`src/verilog/nfc_pkg.sv`:
```
// constants of the flash host
package nfc_pkg;
    // clock
    localparam int CLK_MHZ = 50;
    // times in ns
    localparam int RESET_HOLD_NS = 500;
    localparam int WAKE_NS = 200;
    localparam int WE_PULSE_NS = 40;
    localparam int SETUP_NS = 20;
    // cycle counts, rounded up
    localparam int RESET_HOLD_CYC = (RESET_HOLD_NS * CLK_MHZ + 999) / 1000;
    localparam int WAKE_CYC = (WAKE_NS * CLK_MHZ + 999) / 1000;
    localparam int WE_PULSE_CYC = (WE_PULSE_NS * CLK_MHZ + 999) / 1000;
    localparam int SETUP_CYC = (SETUP_NS * CLK_MHZ + 999) / 1000;
    // host register offsets
    localparam logic [3:0] REG_CTRL = 4'h0;
    localparam logic [3:0] REG_ADDR = 4'h1;
    localparam logic [3:0] REG_DATA = 4'h2;
    localparam logic [3:0] REG_STATUS = 4'h3;
    localparam logic [3:0] REG_RDATA = 4'h4;
    // control register field positions
    localparam int CTRL_OP_LSB = 0;
    localparam int CTRL_GO_BIT = 4;
    localparam int CTRL_BOOT_GUARD_BIT = 5;
    localparam int CTRL_HWRST_BIT = 6;
    // reset values
    localparam logic [1:0] CTRL_RESET_VALUE = 2'h0;
    // flash commands
    localparam logic [15:0] CMD_UNLOCK1_ADDR = 16'h0555;
    localparam logic [15:0] CMD_UNLOCK2_ADDR = 16'h02AA;
    localparam logic [15:0] CMD_UNLOCK1_DATA = 16'h00AA;
    localparam logic [15:0] CMD_UNLOCK2_DATA = 16'h0055;
    localparam logic [15:0] CMD_PROGRAM = 16'h00A0;
    localparam logic [15:0] CMD_PSUSPEND = 16'h00B0;
    localparam logic [15:0] CMD_PRESUME = 16'h0030;
    localparam logic [15:0] CMD_RESET = 16'h00F0;
    localparam logic [15:0] CMD_QUERY = 16'h0098;
    localparam logic [15:0] CMD_QUERY_ADDR = 16'h0055;
    localparam logic [15:0] CMD_AUTOSEL = 16'h0090;
    localparam logic [15:0] CMD_OTP_ENTER = 16'h0088;
    localparam logic [15:0] CMD_OTP_EXIT1 = 16'h0090;
    localparam logic [15:0] CMD_OTP_EXIT2 = 16'h0000;
    localparam logic [15:0] CMD_OTP_LOCK = 16'h0060;
    localparam logic [7:0] OTP_LAST_WORD = 8'hFF;
    // operations software may order
    typedef enum logic [3:0] {
        NFC_OP_READ = 4'h0,
        NFC_OP_PROGRAM = 4'h1,
        NFC_OP_SUSPEND = 4'h2,
        NFC_OP_RESUME = 4'h3,
        NFC_OP_RESET = 4'h4,
        NFC_OP_QUERY = 4'h5,
        NFC_OP_AUTOSEL = 4'h6,
        NFC_OP_OTP_ENTER = 4'h7,
        NFC_OP_OTP_EXIT = 4'h8,
        NFC_OP_OTP_LOCK = 4'h9,
        NFC_OP_HWRESET = 4'hA
    } nfc_op_t;
endpackage : nfc_pkg
```
`src/verilog/nfc_bus_cycle.sv`:
```
// one flash bus cycle
`timescale 1ns/100ps
module nfc_bus_cycle
    import nfc_pkg::*;
#(
    parameter int AW = 20
)
(
    // clock and reset
    input wire logic clk,
    input wire logic rst_n,
    input wire logic ce,
    // request
    input wire logic start,
    input wire logic is_write,
    input wire logic [AW-1:0] addr,
    input wire logic [15:0] wdata,
    output logic busy,
    output logic done,
    output logic [15:0] rdata,
    // flash pins
    output logic [AW-1:0] fl_addr,
    output logic fl_ce_n,
    output logic fl_oe_n,
    output logic fl_we_n,
    output logic [15:0] fl_dq_out,
    output logic fl_dq_oe,
    input wire logic [15:0] fl_dq_sync
);
    initial
    begin
        if (AW < 16)
            $error("bad AW");
    end

    typedef enum logic [1:0] {
        BC_IDLE = 2'b00,
        BC_SETUP = 2'b01,
        BC_STROBE = 2'b10,
        BC_HOLD = 2'b11
    } nfc_bc_state_t;

    localparam int CNT_MAX = (WE_PULSE_CYC > SETUP_CYC) ? WE_PULSE_CYC : SETUP_CYC;
    localparam int CW = $clog2(CNT_MAX + 4);

    nfc_bc_state_t state;
    nfc_bc_state_t next_state;
    logic [CW-1:0] cnt;
    logic wr;
    wire cnt_zero = (cnt == '0);

    always_comb
    begin
        next_state = state;
        case (state)
            BC_IDLE: if (start) next_state = BC_SETUP;
            BC_SETUP: if (cnt_zero) next_state = BC_STROBE;
            BC_STROBE: if (cnt_zero) next_state = BC_HOLD;
            BC_HOLD: if (cnt_zero) next_state = BC_IDLE;
            default: next_state = BC_IDLE;
        endcase
    end

    // read data taken when the hold ends, past the synchroniser
    always_ff @(posedge clk or negedge rst_n)
    begin
        if (!rst_n)
        begin
            state <= BC_IDLE;
            cnt <= '0;
            wr <= 1'b0;
            busy <= 1'b0;
            done <= 1'b0;
            rdata <= 16'h0000;
            fl_addr <= '0;
            fl_ce_n <= 1'b1;
            fl_oe_n <= 1'b1;
            fl_we_n <= 1'b1;
            fl_dq_out <= 16'h0000;
            fl_dq_oe <= 1'b0;
        end
        else if (ce)
        begin
            state <= next_state;
            done <= 1'b0;
            if (state != next_state)
                cnt <= (next_state == BC_STROBE) ? CW'(WE_PULSE_CYC - 1) : CW'(SETUP_CYC - 1);
            else if (!cnt_zero)
                cnt <= cnt - 1'b1;
            case (next_state)
                BC_IDLE:
                begin
                    if (state == BC_HOLD)
                    begin
                        if (!wr)
                            rdata <= fl_dq_sync;
                        done <= 1'b1;
                    end
                    busy <= 1'b0;
                    fl_ce_n <= 1'b1;
                    fl_dq_oe <= 1'b0;
                end
                BC_SETUP:
                begin
                    busy <= 1'b1;
                    if (state == BC_IDLE)
                    begin
                        wr <= is_write;
                        fl_addr <= addr;
                        fl_dq_out <= wdata;
                        fl_dq_oe <= is_write;
                    end
                    fl_ce_n <= 1'b0;
                    fl_oe_n <= 1'b1;
                end
                // write only with ce low, we low, oe high
                BC_STROBE:
                begin
                    fl_we_n <= !wr; // RULE18
                    fl_oe_n <= wr; // RULE18
                end
                BC_HOLD:
                begin
                    fl_we_n <= 1'b1; // RULE24
                    fl_oe_n <= 1'b1;
                end
                default:
                begin
                    fl_ce_n <= 1'b1;
                end
            endcase
        end
    end
endmodule : nfc_bus_cycle

```
`src/verilog/nfc_host.sv`:
```
// nor flash host controller
// Function
// [RULE1] suspend halts program
// [RULE2] suspended within 10 us
// [RULE3] suspended: reads, autoselect only
// [RULE4] resume continues; address ignored
// [RULE5] read other bank while busy
// [RULE6] no read during chip erase
// [RULE7] guard low locks boot blocks
// [RULE8] guard high: normal protection
// [RULE9] reset between cycles: read mode
// [RULE10] reset ignored while busy
// [RULE11] reset leaves identification mode
// [RULE12] reset after timeout bit
// [RULE13] hardware reset low 500 ns
// [RULE14] hardware reset aborts operation
// [RULE15] read 200 ns after release; the host waits WAKE_CYC after a hardware reset only, not at power-up
// [RULE16] reset held at power-up
// [RULE17] glitches under 5 ns ignored
// [RULE18] write: ce low, we low, oe high
// [RULE19] 98h at 55h enters query
// [RULE20] otp maps 256 words at 0
// [RULE21] otp ends on exit, reset
// [RULE22] locked otp refuses programs
// [RULE23] no suspend with otp lock
// [RULE24] address late fall, data early rise
//
// The placing of the registers and the strobed register port were left to the implementer.
`timescale 1ns/100ps
module nfc_host
    import nfc_pkg::*;
#(
    parameter int AW = 20
)
(
    // clock and reset
    input wire logic clk,
    input wire logic rst_n,
    input wire logic ce,
    // register port
    input wire logic [3:0] reg_addr,
    input wire logic [31:0] reg_wdata,
    input wire logic reg_wr,
    input wire logic reg_rd,
    output logic [31:0] reg_rdata,
    // flash pins
    output logic [AW-1:0] fl_addr,
    output logic fl_ce_n,
    output logic fl_oe_n,
    output logic fl_we_n,
    output logic fl_reset_n,
    output logic boot_guard_boost_pin,
    output logic [15:0] fl_dq_out,
    output logic fl_dq_oe,
    input wire logic [15:0] fl_dq_in
);
    initial
    begin
        if (AW < 16 || AW > 32)
            $error("bad AW");
    end

    ////////////////////////////////////////
    // states
    typedef enum logic [2:0] {
        HS_IDLE = 3'b000,
        HS_SEQ = 3'b001,
        HS_WAIT = 3'b010,
        HS_HWRST = 3'b011,
        HS_WAKE = 3'b100
    } nfc_hs_state_t;

    ////////////////////////////////////////
    // pin input synchroniser
    logic [15:0] dq_meta;
    logic [15:0] dq_sync;
    always_ff @(posedge clk or negedge rst_n)
    begin
        if (!rst_n)
        begin
            dq_meta <= 16'h0000;
            dq_sync <= 16'h0000;
        end
        else if (ce)
        begin
            dq_meta <= fl_dq_in;
            dq_sync <= dq_meta;
        end
    end

    ////////////////////////////////////////
    // registers
    nfc_op_t op;
    logic [AW-1:0] op_addr;
    logic [15:0] op_data;
    logic [15:0] last_rdata;
    logic prog_susp;
    logic otp_mode;
    logic otp_locked;
    logic query_mode;
    logic refused;
    logic hw_reset_req;
    nfc_hs_state_t state;
    nfc_hs_state_t next_state;
    logic [2:0] step;
    logic [2:0] nsteps;
    logic [9:0] tmr;

    ////////////////////////////////////////
    // decode of the register port
    wire wr_ctrl = reg_wr && (reg_addr == REG_CTRL);
    wire wr_addr = reg_wr && (reg_addr == REG_ADDR);
    wire wr_data = reg_wr && (reg_addr == REG_DATA);
    wire go = wr_ctrl && reg_wdata[CTRL_GO_BIT] && (state == HS_IDLE);
    wire nfc_op_t new_op = nfc_op_t'(reg_wdata[CTRL_OP_LSB +: 4]);
    wire otp_target = otp_mode && (op_addr[AW-1:8] == '0);
    // refused orders start no bus cycle; the boot guard pin still follows every control write
    wire op_refused =
        (prog_susp && !(new_op inside {NFC_OP_READ, NFC_OP_AUTOSEL, NFC_OP_RESUME,
                                       NFC_OP_RESET, NFC_OP_HWRESET})) || // RULE3
        (prog_susp && new_op == NFC_OP_OTP_LOCK) || // RULE23
        (!prog_susp && new_op == NFC_OP_RESUME) ||
        (new_op == NFC_OP_SUSPEND && otp_mode) || // RULE23
        (new_op == NFC_OP_PROGRAM && otp_target && otp_locked); // RULE22
    wire [31:0] status_word = {21'h0, query_mode, otp_locked, otp_mode, prog_susp,
                               refused, (state == HS_WAKE), (state == HS_HWRST),
                               (state != HS_IDLE)};
    wire [31:0] rd_mux =
        (reg_addr == REG_CTRL) ? {25'h0, hw_reset_req, boot_guard_boost_pin, 1'b0, 4'(op)} :
        (reg_addr == REG_ADDR) ? 32'(op_addr) :
        (reg_addr == REG_DATA) ? {16'h0, op_data} :
        (reg_addr == REG_STATUS) ? status_word :
        (reg_addr == REG_RDATA) ? {16'h0, last_rdata} : 32'h0000_0000;

    ////////////////////////////////////////
    // command sequence for the current step
    logic [AW-1:0] seq_addr;
    logic [15:0] seq_data;
    logic seq_write;
    always_comb
    begin
        seq_write = 1'b1;
        seq_addr = AW'(CMD_UNLOCK1_ADDR);
        seq_data = CMD_UNLOCK1_DATA;
        nsteps = 3'h1;
        case (op)
            NFC_OP_READ:
            begin
                seq_write = 1'b0;
                seq_addr = op_addr;
            end
            NFC_OP_PROGRAM, NFC_OP_AUTOSEL, NFC_OP_OTP_ENTER, NFC_OP_OTP_EXIT, NFC_OP_OTP_LOCK:
            begin
                nsteps = (op == NFC_OP_PROGRAM || op == NFC_OP_OTP_EXIT) ? 3'h4 : 3'h3;
                if (op == NFC_OP_OTP_LOCK)
                    nsteps = 3'h4;
                case (step)
                    3'h0: seq_data = CMD_UNLOCK1_DATA;
                    3'h1:
                    begin
                        seq_addr = AW'(CMD_UNLOCK2_ADDR);
                        seq_data = CMD_UNLOCK2_DATA;
                    end
                    3'h2:
                    begin
                        seq_addr = (op == NFC_OP_AUTOSEL) ? (op_addr | AW'(CMD_UNLOCK1_ADDR)) :
                                   AW'(CMD_UNLOCK1_ADDR);
                        seq_data = (op == NFC_OP_PROGRAM) ? CMD_PROGRAM :
                                   (op == NFC_OP_AUTOSEL) ? CMD_AUTOSEL :
                                   (op == NFC_OP_OTP_ENTER) ? CMD_OTP_ENTER :
                                   (op == NFC_OP_OTP_EXIT) ? CMD_OTP_EXIT1 : CMD_OTP_LOCK;
                    end
                    default:
                    begin
                        seq_addr = op_addr; // RULE24
                        seq_data = (op == NFC_OP_OTP_EXIT) ? CMD_OTP_EXIT2 : op_data;
                    end
                endcase
            end
            // address ignored here
            NFC_OP_SUSPEND: seq_data = CMD_PSUSPEND; // RULE1
            NFC_OP_RESUME: seq_data = CMD_PRESUME; // RULE4
            NFC_OP_RESET: seq_data = CMD_RESET; // RULE9
            NFC_OP_QUERY:
            begin
                seq_addr = AW'(CMD_QUERY_ADDR);
                seq_data = CMD_QUERY; // RULE19
            end
            default: seq_write = 1'b0;
        endcase
    end

    ////////////////////////////////////////
    // bus cycle engine
    logic bc_start;
    logic bc_busy;
    logic bc_done;
    logic [15:0] bc_rdata;
    nfc_bus_cycle #(
        .AW(AW)
    ) u_cycle (
        .clk(clk),
        .rst_n(rst_n),
        .ce(ce),
        .start(bc_start),
        .is_write(seq_write),
        .addr(seq_addr),
        .wdata(seq_data),
        .busy(bc_busy),
        .done(bc_done),
        .rdata(bc_rdata),
        .fl_addr(fl_addr),
        .fl_ce_n(fl_ce_n),
        .fl_oe_n(fl_oe_n),
        .fl_we_n(fl_we_n),
        .fl_dq_out(fl_dq_out),
        .fl_dq_oe(fl_dq_oe),
        .fl_dq_sync(dq_sync)
    );
    assign bc_start = (state == HS_SEQ) && !bc_busy && !bc_done;
    wire last_step = (step == nsteps - 3'h1);
    wire tmr_zero = (tmr == '0);

    ////////////////////////////////////////
    // state machine
    always_comb
    begin
        next_state = state;
        case (state)
            HS_IDLE:
            begin
                if (go && !op_refused)
                    next_state = (new_op == NFC_OP_HWRESET) ? HS_HWRST : HS_SEQ;
            end
            HS_SEQ: if (bc_done && last_step) next_state = HS_WAIT;
            HS_WAIT: next_state = HS_IDLE;
            HS_HWRST: if (tmr_zero) next_state = HS_WAKE;
            HS_WAKE: if (tmr_zero) next_state = HS_IDLE;
            default: next_state = HS_IDLE;
        endcase
    end

    always_ff @(posedge clk or negedge rst_n)
    begin
        if (!rst_n)
        begin
            state <= HS_IDLE;
            step <= 3'h0;
            tmr <= 10'h000;
        end
        else if (ce)
        begin
            state <= next_state;
            if (state == HS_IDLE)
                step <= 3'h0;
            else if (bc_done)
                step <= step + 3'h1;
            if (next_state == HS_HWRST && state != HS_HWRST)
                tmr <= 10'(RESET_HOLD_CYC - 1); // RULE13
            else if (next_state == HS_WAKE && state != HS_WAKE)
                tmr <= 10'(WAKE_CYC - 1); // RULE15
            else if (!tmr_zero)
                tmr <= tmr - 10'h001;
        end
    end

    // software registers
    always_ff @(posedge clk or negedge rst_n)
    begin
        if (!rst_n)
        begin
            op <= NFC_OP_READ;
            op_addr <= '0;
            op_data <= 16'h0000;
            boot_guard_boost_pin <= 1'b0;
            hw_reset_req <= 1'b0;
            refused <= 1'b0;
            reg_rdata <= 32'h0000_0000;
        end
        else if (ce)
        begin
            reg_rdata <= reg_rd ? rd_mux : 32'h0000_0000;
            if (wr_addr)
                op_addr <= reg_wdata[AW-1:0];
            if (wr_data)
                op_data <= reg_wdata[15:0];
            if (wr_ctrl)
                boot_guard_boost_pin <= reg_wdata[CTRL_BOOT_GUARD_BIT]; // RULE7 RULE8
            if (go)
            begin
                op <= new_op;
                refused <= op_refused;
                hw_reset_req <= (new_op == NFC_OP_HWRESET);
            end
        end
    end

    // mode tracking and pin level reset
    always_ff @(posedge clk or negedge rst_n)
    begin
        if (!rst_n)
        begin
            fl_reset_n <= 1'b0; // RULE16
            prog_susp <= 1'b0;
            otp_mode <= 1'b0;
            otp_locked <= 1'b0;
            query_mode <= 1'b0;
            last_rdata <= 16'h0000;
        end
        else if (ce)
        begin
            fl_reset_n <= (next_state != HS_HWRST); // RULE14 RULE16
            if (state == HS_HWRST)
            begin
                prog_susp <= 1'b0;
                otp_mode <= 1'b0; // RULE21
                query_mode <= 1'b0;
            end
            else if (state == HS_WAIT)
            begin
                case (op)
                    NFC_OP_READ: last_rdata <= query_mode ? {8'h00, bc_rdata[7:0]} : bc_rdata; // RULE19
                    NFC_OP_SUSPEND: prog_susp <= 1'b1; // RULE2
                    NFC_OP_RESUME: prog_susp <= 1'b0;
                    NFC_OP_RESET: query_mode <= 1'b0; // RULE11 RULE12
                    NFC_OP_QUERY: query_mode <= 1'b1;
                    NFC_OP_OTP_ENTER: otp_mode <= 1'b1; // RULE20
                    NFC_OP_OTP_EXIT: otp_mode <= 1'b0; // RULE21
                    NFC_OP_OTP_LOCK: otp_locked <= 1'b1; // RULE22
                    default: query_mode <= query_mode;
                endcase
            end
        end
    end
endmodule : nfc_host

```
`config.mk`:
```
export PLATFORM = sky130hd
export DESIGN_NAME = nfc_host
export DESIGN_NICKNAME = d
export VERILOG_FILES = /design/src/verilog/nfc_pkg.sv /design/src/verilog/nfc_bus_cycle.sv /design/src/verilog/nfc_host.sv
export SDC_FILE = /design/constraint.sdc
export NUM_CORES = 1
export LEC_CHECK = 0
export ABC_AREA = 1
export ABC_CLOCK_PERIOD_IN_PS = 1600
export BUFFER_PORTS_ARGS = -buffer_cell sky130_fd_sc_hd__buf_2
export CAP_MARGIN = 10
export CORE_ASPECT_RATIO = 0.5
export CORE_MARGIN = 4
export CORE_UTILIZATION = 54
export CTS_BUF_LIST = sky130_fd_sc_hd__clkbuf_4 sky130_fd_sc_hd__clkbuf_8
export CTS_CLUSTER_DIAMETER = 30
export CTS_CLUSTER_SIZE = 30
export DETAILED_ROUTE_END_ITERATION = 10
export MAX_ROUTING_LAYER = met4
export PLACE_DENSITY = 0.79
export SLEW_MARGIN = 20
export SYNTH_ARGS = -nofsm -noshare
export SYNTH_HDL_FRONTEND = slang
export SYNTH_SLANG_ARGS = --single-unit
```
`constraint.sdc`:
```
create_clock -name clk -period 1.6 [get_ports clk]
set_input_delay 0.08 -clock clk [delete_from_list [all_inputs] [get_ports clk]]
set_output_delay 0.08 -clock clk [all_outputs]
set_load 0.05 [all_outputs]
```
## Yosys cells after proc, flatten, opt, wreduce, memory -nomap -nowiden

Cells that the tools add are included.

| storage, ports and cells | value |
|---|---|
| input port bits | 57 |
| word-level logic and storage cells | 205 |
| bits in registers | 208 |
| output and inout bits | 74 |

| cells by class | value |
|---|---|
| reductions and logical operators | 70 |
| equality and inequality tests | 42 |
| bitwise logic cells | 2 |
| add/subtract/negate cells | 4 |
| mux-type cells | 57 |

Operators with widths:

| kind | count |
|---|---|
| $pmux 20 s3 | 2 |
| $mux 16 | 5 |
| $mux 20 | 4 |
| $pmux 16 s5 | 1 |
| $pmux 16 s3 | 1 |
| $mux 3 | 11 |
| $mux 8 | 4 |
| $mux 10 | 3 |
| $eq 4x3->1 const B | 7 |
| $eq 4x2->1 const B | 6 |
| $reduce_and 2->1 | 10 |
| $logic_and 1x1->1 | 18 |
| $eq 4x4->1 const B | 4 |
| $pmux 1 s2 | 8 |
| $reduce_and 3->1 | 5 |
| $eq 3x2->1 const B | 4 |
| $eq 4x1->1 const B | 3 |
| $logic_not 12->1 | 1 |
| $logic_not 4->1 | 3 |
| $pmux 3 s4 | 1 |
| $reduce_and 4->1 | 3 |
| $reduce_bool 3->1 | 4 |
| $mux 1 | 11 |
| $logic_not 10->1 | 1 |
| 26 further kinds | 55 |

## Depth between registers and ports, before layout

| depth | value |
|---|---|
| word-level depth | 16 |
| depth in mapped cells | 14 |
| mapped depth without buffers | 14 |

## By module

From an unflattened synthesis, not the netlist that was laid out.

| unflattened totals | value |
|---|---|
| cell total of the unflattened synthesis | 1181 |
| area, all modules | 9476.6 µm² |

By module, submodules not included:

| module | times used | sequential area each (µm²) | area an instance (µm²) | cells each |
|---|---|---|---|---|
| nfc_host | 1 | 3303.2 | 6857.8 | 880 |
| nfc_bus_cycle | 1 | 1605.3 | 2618.8 | 301 |

## Worst setup path before layout

No wires, ideal clock.

| path | value |
|---|---|
| path kind | reg2reg |
| from | register step[0] |
| to | register u_cycle.fl_addr[11] |
| data required time | 1525 ps |
| arrival time | 1556 ps |
| clock period less this slack | 1631 ps |
| buffers on the path | 0 |
| stages on the path, launching flop included | 11 |
| library setup time | 75 ps |
| slack | -31 ps |
| path through | dfrtp_1 > inv_1 > ha_1 > nand2_1 > nand2_2 > nor2_4 > inv_2 > nand2_1 > nor2_1 > nand3b_4 > o21ai_2 |

| on the way | value |
|---|---|
| longest elaborated chain between the ends | 3 |
| elaborated cells on any way between the ends | 5 |
| those cells by class | eq/ne (2); mux (2); reduce/logical (1) |

RTL lines:

| item | line | text |
|---|---|---|
| start, declared | nfc_host.sv:105 | `logic [2:0] step;` |
| start signal, assigned | nfc_host.sv:257 | `step <= step + 3'h1;` |
| $eq 3x2->1, or another cell as far along | nfc_host.sv:157 | `case (step)` |
| $pmux 20 s3 * | nfc_host.sv:157 |  |
| $pmux 20 s3 * | nfc_host.sv:146 | `case (op)` |
| end signal, assigned | nfc_bus_cycle.sv:109 | `fl_addr <= addr;` |
| end, declared | nfc_bus_cycle.sv:22 | `output logic [AW-1:0] fl_addr,` |

Mark *: on every way between the ends. The rest lies on a longest branch, timed or not.
A chain may end at the register's enable or synchronous reset.

## Worst setup path in the final report

| path | value |
|---|---|
| from | register step[0] |
| to | register u_cycle.fl_dq_out[6] |

| on the way | value |
|---|---|
| longest elaborated chain between the ends | 3 |
| elaborated cells on any way between the ends | 5 |
| those cells by class | eq/ne (2); mux (2); reduce/logical (1) |

RTL lines:

| item | line | text |
|---|---|---|
| $eq 3x2->1, or another cell as far along | nfc_host.sv:157 |  |
| $pmux 16 s3 * | nfc_host.sv:157 |  |
| $pmux 16 s5 * | nfc_host.sv:146 |  |
| end signal, assigned | nfc_bus_cycle.sv:110 | `fl_dq_out <= wdata;` |
| end, declared | nfc_bus_cycle.sv:26 | `output logic [15:0] fl_dq_out,` |

Marks and branches as above.

==> impl_metrics.sql <==
INSERT INTO impl_metrics (metric_group, metric, value, unit) VALUES
('synth', 'netlist_instances', '1108', ''),
('global_routing', 'largest_net_degree_at_the_start_of_global_routing', '59', ''),
('drt', 'drt_first_pass_iters', '6', ''),
('clock_tree', 'cts-buffers-inserted', '17', ''),
('floorplan', 'die_area', '19550', 'um^2'),
('synth', 'synth.ff_latch_count', '196', ''),
('synth', 'synthesis.area_per_instance', '8.412', 'um^2'),
('setup_path', 'cp-end-kind', 'flip-flop', ''),
('floorplan', 'initial_utilization', '56.01', '%'),
('synth', 'async_reset_ff_share', '100.0', '%'),
('placement', 'placement.io_buffers', '106', ''),
('drt', 'vias', '9222', ''),
('power', 'power.clock.fraction', '18.0', '%'),
('setup_path', 'critPathArrivalTime', '2.21', 'ns'),
('clock_tree', 'insertion_delay', '0.49', 'ns'),
('synth', 'synth_top_area_cell', 'dfrtp_1', ''),
('timing', 'drv_slew', '0', ''),
('run_status', 'run_status', 'complete, but fails checks', ''),
('setup_path', 'crit_buf_inv', '3', ''),
('clock_tree', 'root_buffer', 'clkbuf_8', ''),
('setup_path', 'ff2ff_path_depth', '11', ''),
('synth', 'yosysSeqAreaShare', '52.66', '%'),
('placement', 'detailed_place_hpwl', '18.53', 'mm'),
('synth', 'ys_warn_count', '0', ''),
('timing', 'setup_failing_eps_final', '66', ''),
('setup_path', 'crit_path_max_fanout', '3', ''),
('timing', 'final_period_minus_worst_setup_slack', '1.819', 'ns'),
('setup_path', 'timing.setup.critical_path_class', 'reg2reg', ''),
('setup_path', 'crit-reg2reg-capture', 'u_cycle.fl_dq_out[6]', ''),
('synth', 'synth_flop_cell', 'dfrtp_1', ''),
('synth', 'synth_enable_flop_cells', '0', ''),
('synth', 'synth.cell_area', '9320', 'um^2'),
('setup_path', 'dominant_delay_contributor_by_cell_family_on_the_critical_path', 'compound AO/OA/AOI/OAI gates', ''),
('timing', 'clock-skew-final', '0.01972', 'ns'),
('setup_path', 'critical-path-slowest-cell', 'dfrtp_1', ''),
('timing', 'hold_violations', '0', ''),
('power', 'power.internal', '10.29', 'mW'),
('drt', 'route.final.wire_length', '30.33', 'mm'),
('global_routing', 'grt_antenna_before_repair', '0', ''),
('clock_tree', 'cts_max_path_buffers', '2', ''),
('drt', 'detail_route.wl_per_cell', '18.67', 'um'),
('floorplan', 'number_of_ports_placed_on_the_die_boundary', '131', ''),
('placement', 'dpl_worst_slack', '-0.3506', 'ns'),
('run_status', 'violations', 'setup timing', ''),
('drt', 'drt-vias-per-instance', '5.679', ''),
('timing', 'setup_slack', '-0.2194', 'ns'),
('floorplan', 'die_w', '193.8', 'um'),
('setup_path', 'highest_cell_delay_on_the_worst_timing_path', '0.43', 'ns'),
('setup_path', 'flop_to_flop_setup_slack', '-0.22', 'ns'),
('layout', 'post_route_cells_drive_above_1_share', '34.50', '%'),
('timing', 'achievable-frequency', '549.6', 'MHz'),
('clock_tree', 'cts.reportedPaths.clkPinSlew', '0.11', 'ns'),
('run', 'cap_viol_max_count', '0', ''),
('global_routing', 'grt_pass1_vias', '8625', ''),
('drt', 'final_antenna_net_count', '0', ''),
('timing', 'max-slew-margin-rel', '62.60', '%'),
('power', 'p_per_area', '1387', 'nW/um^2'),
('floorplan', 'placement_rows', '33', ''),
('global_routing', 'grt_overflow', '0', ''),
('timing', 'finalHoldWorstSlack', '0.06457', 'ns'),
('setup_path', 'cp.required', '1.99', 'ns'),
('clock_tree', 'clock_tree.htree_level_count', '4', ''),
('layout', 'layout_overhead_on_the_synthesized_area', '37.56', '%'),
('synth', 'yosys.cell_types.count', '48', ''),
('synth', 'synth_area_leaders', 'dfrtp_1, nand2_1, o21ai_0', ''),
('hold_path', 'worstHoldPathType', 'in2reg', ''),
('power', 'power_frac_seq', '37.4', '%'),
('synth', 'synth_top_cells_by_count', 'nand2_1, dfrtp_1, inv_1', ''),
('drt', 'drc_markers', '0', ''),
('power', 'peakVddDrop', '0.7076', 'mV'),
('setup_path', 'cp-startpoint', 'step[0]', '');
[cells in the final DEF (no fill, tap or decap), types with 11 or more instances in the layout]
cell type	count
buf_4	122
o21ai_0	109
nand2_1	268
inv_2	23
nand2_4	13
clkbuf_8	19
nand2_2	25
a32o_1	11
o221ai_1	12
buf_6	18
nand3_1	20
o21ai_2	19
a21oi_1	31
nand4_1	16
dlygate4sd3_1	38
nor2_2	20
buf_2	103
conb_1	12
nor2_4	17
inv_1	122
dfrtp_1	189
nor2_1	30
o21ai_1	20
[metal layers]
layer	global-route usage, %	part of all wire (%)	vias to the layer above
met5	-	0	-
met4	8.646	4.0	0
met3	7.245	8.5	139
met2	46.74	48	483
met1	36.89	40	4473
li1	-	-	4127
[worst min-delay path, stage by stage]
cell and delay, ns:
buf_2 0.11, nand2_1 0.06, inv_1 0.07, nand2_1 0.09, o21ai_0 0.08
[worst min path at each step]
| stage | startpoint | cells after the start | endpoint | slack [ns] |
|---|---|---|---|---|
| global placement | rst_n | 1 | u_cycle.state[0] | 0.04 |
| floorplan | rst_n | 0 | boot_guard_boost_pin | -0.22 |
| detailed placement | rst_n | 1 | u_cycle.state[1] | 0.05 |
| finish | reg_wr | 5 | boot_guard_boost_pin | 0.06 |
| global route | reg_wr | 5 | boot_guard_boost_pin | 0.08 |
| CTS | reg_wr | 5 | boot_guard_boost_pin | 0.04 |
[area by class of cell]
class	count	area, um^2	area share, %
well taps	227	284.0	2.215
inverters	158	634.4	4.948
clock buffers	19	255.2	1.991
repair buffers	297	2341	18.26
flip-flops and latches	196	4913	38.32
clock inverters	13	123.9	0.9661
multi-input cells	714	4269	33.30
[state kept, by name, summed over array words and instances (netlist names), 2 cells and up]
signal and count:
u_cycle.rdata 16, dq_meta 16, step 3, tmr 10, state 3, last_rdata 16
u_cycle.state 2, op 4, op_addr 20, op_data 16, dq_sync 16, u_cycle.fl_addr 20
u_cycle.cnt 3, u_cycle.fl_dq_out 16, reg_rdata 20
[power by group through the flow]
| stage | logic (mW) | clock network [mW] | registers (mW) |
|---|---|---|---|
| after floorplan | 2.79 | 0 | 7.31 |
| after global placement | 5.55 | 0 | 6.54 |
| after detailed placement | 5.77 | 0 | 6.57 |
| after CTS | 6.48 | 3.20 | 6.52 |
| after global routing | 8.48 | 3.40 | 6.73 |
| final | 7.93 | 3.20 | 6.64 |
[per-stage QoR]
stage / area (um^2) / TNS (ns) / util (%) / cells
6_report: 12820 / -5.337 / 77.05 / 1624
5_1_grt: 12820 / -10.87 / 77.05 / 1624
4_1_cts: 12100 / -0.6732 / 72.72 / 1596
3_5_place_dp: 10830 / -9.545 / 65.11 / 1508
3_3_place_gp: 10830 / -6.605 / 65.11 / 1508
2_1_floorplan: 9374 / 0 / - / 1119
[timing repair]
item,4_1_cts,5_1_grt
setup endpoints to repair,83,101
hold buffers,38,0
setup buffers,16,26
endpoints found under the hold margin,254,0
gates resized for setup,104,133
pin swaps,36,58
gates cloned,2,4
[logic make-up (layout without fill, tap and decap cells)]
kind of cell / after synthesis / count (layout) / synth area share (%)
AO/OA/AOI/OAI: 248 / 248 / 16.07
XOR/XNOR: 5 / 5 / 0.4698
adder cells (fa/ha/maj): 7 / 7 / 0.9397
AND/OR/NAND/NOR: 441 / 442 / 20.31
other: 1 / 12 / 0.04024
buffers and inverters: 210 / 487 / 9.505
flip-flops: 196 / 196 / 52.66
Note: power is estimated with default switching activity, not from simulation.
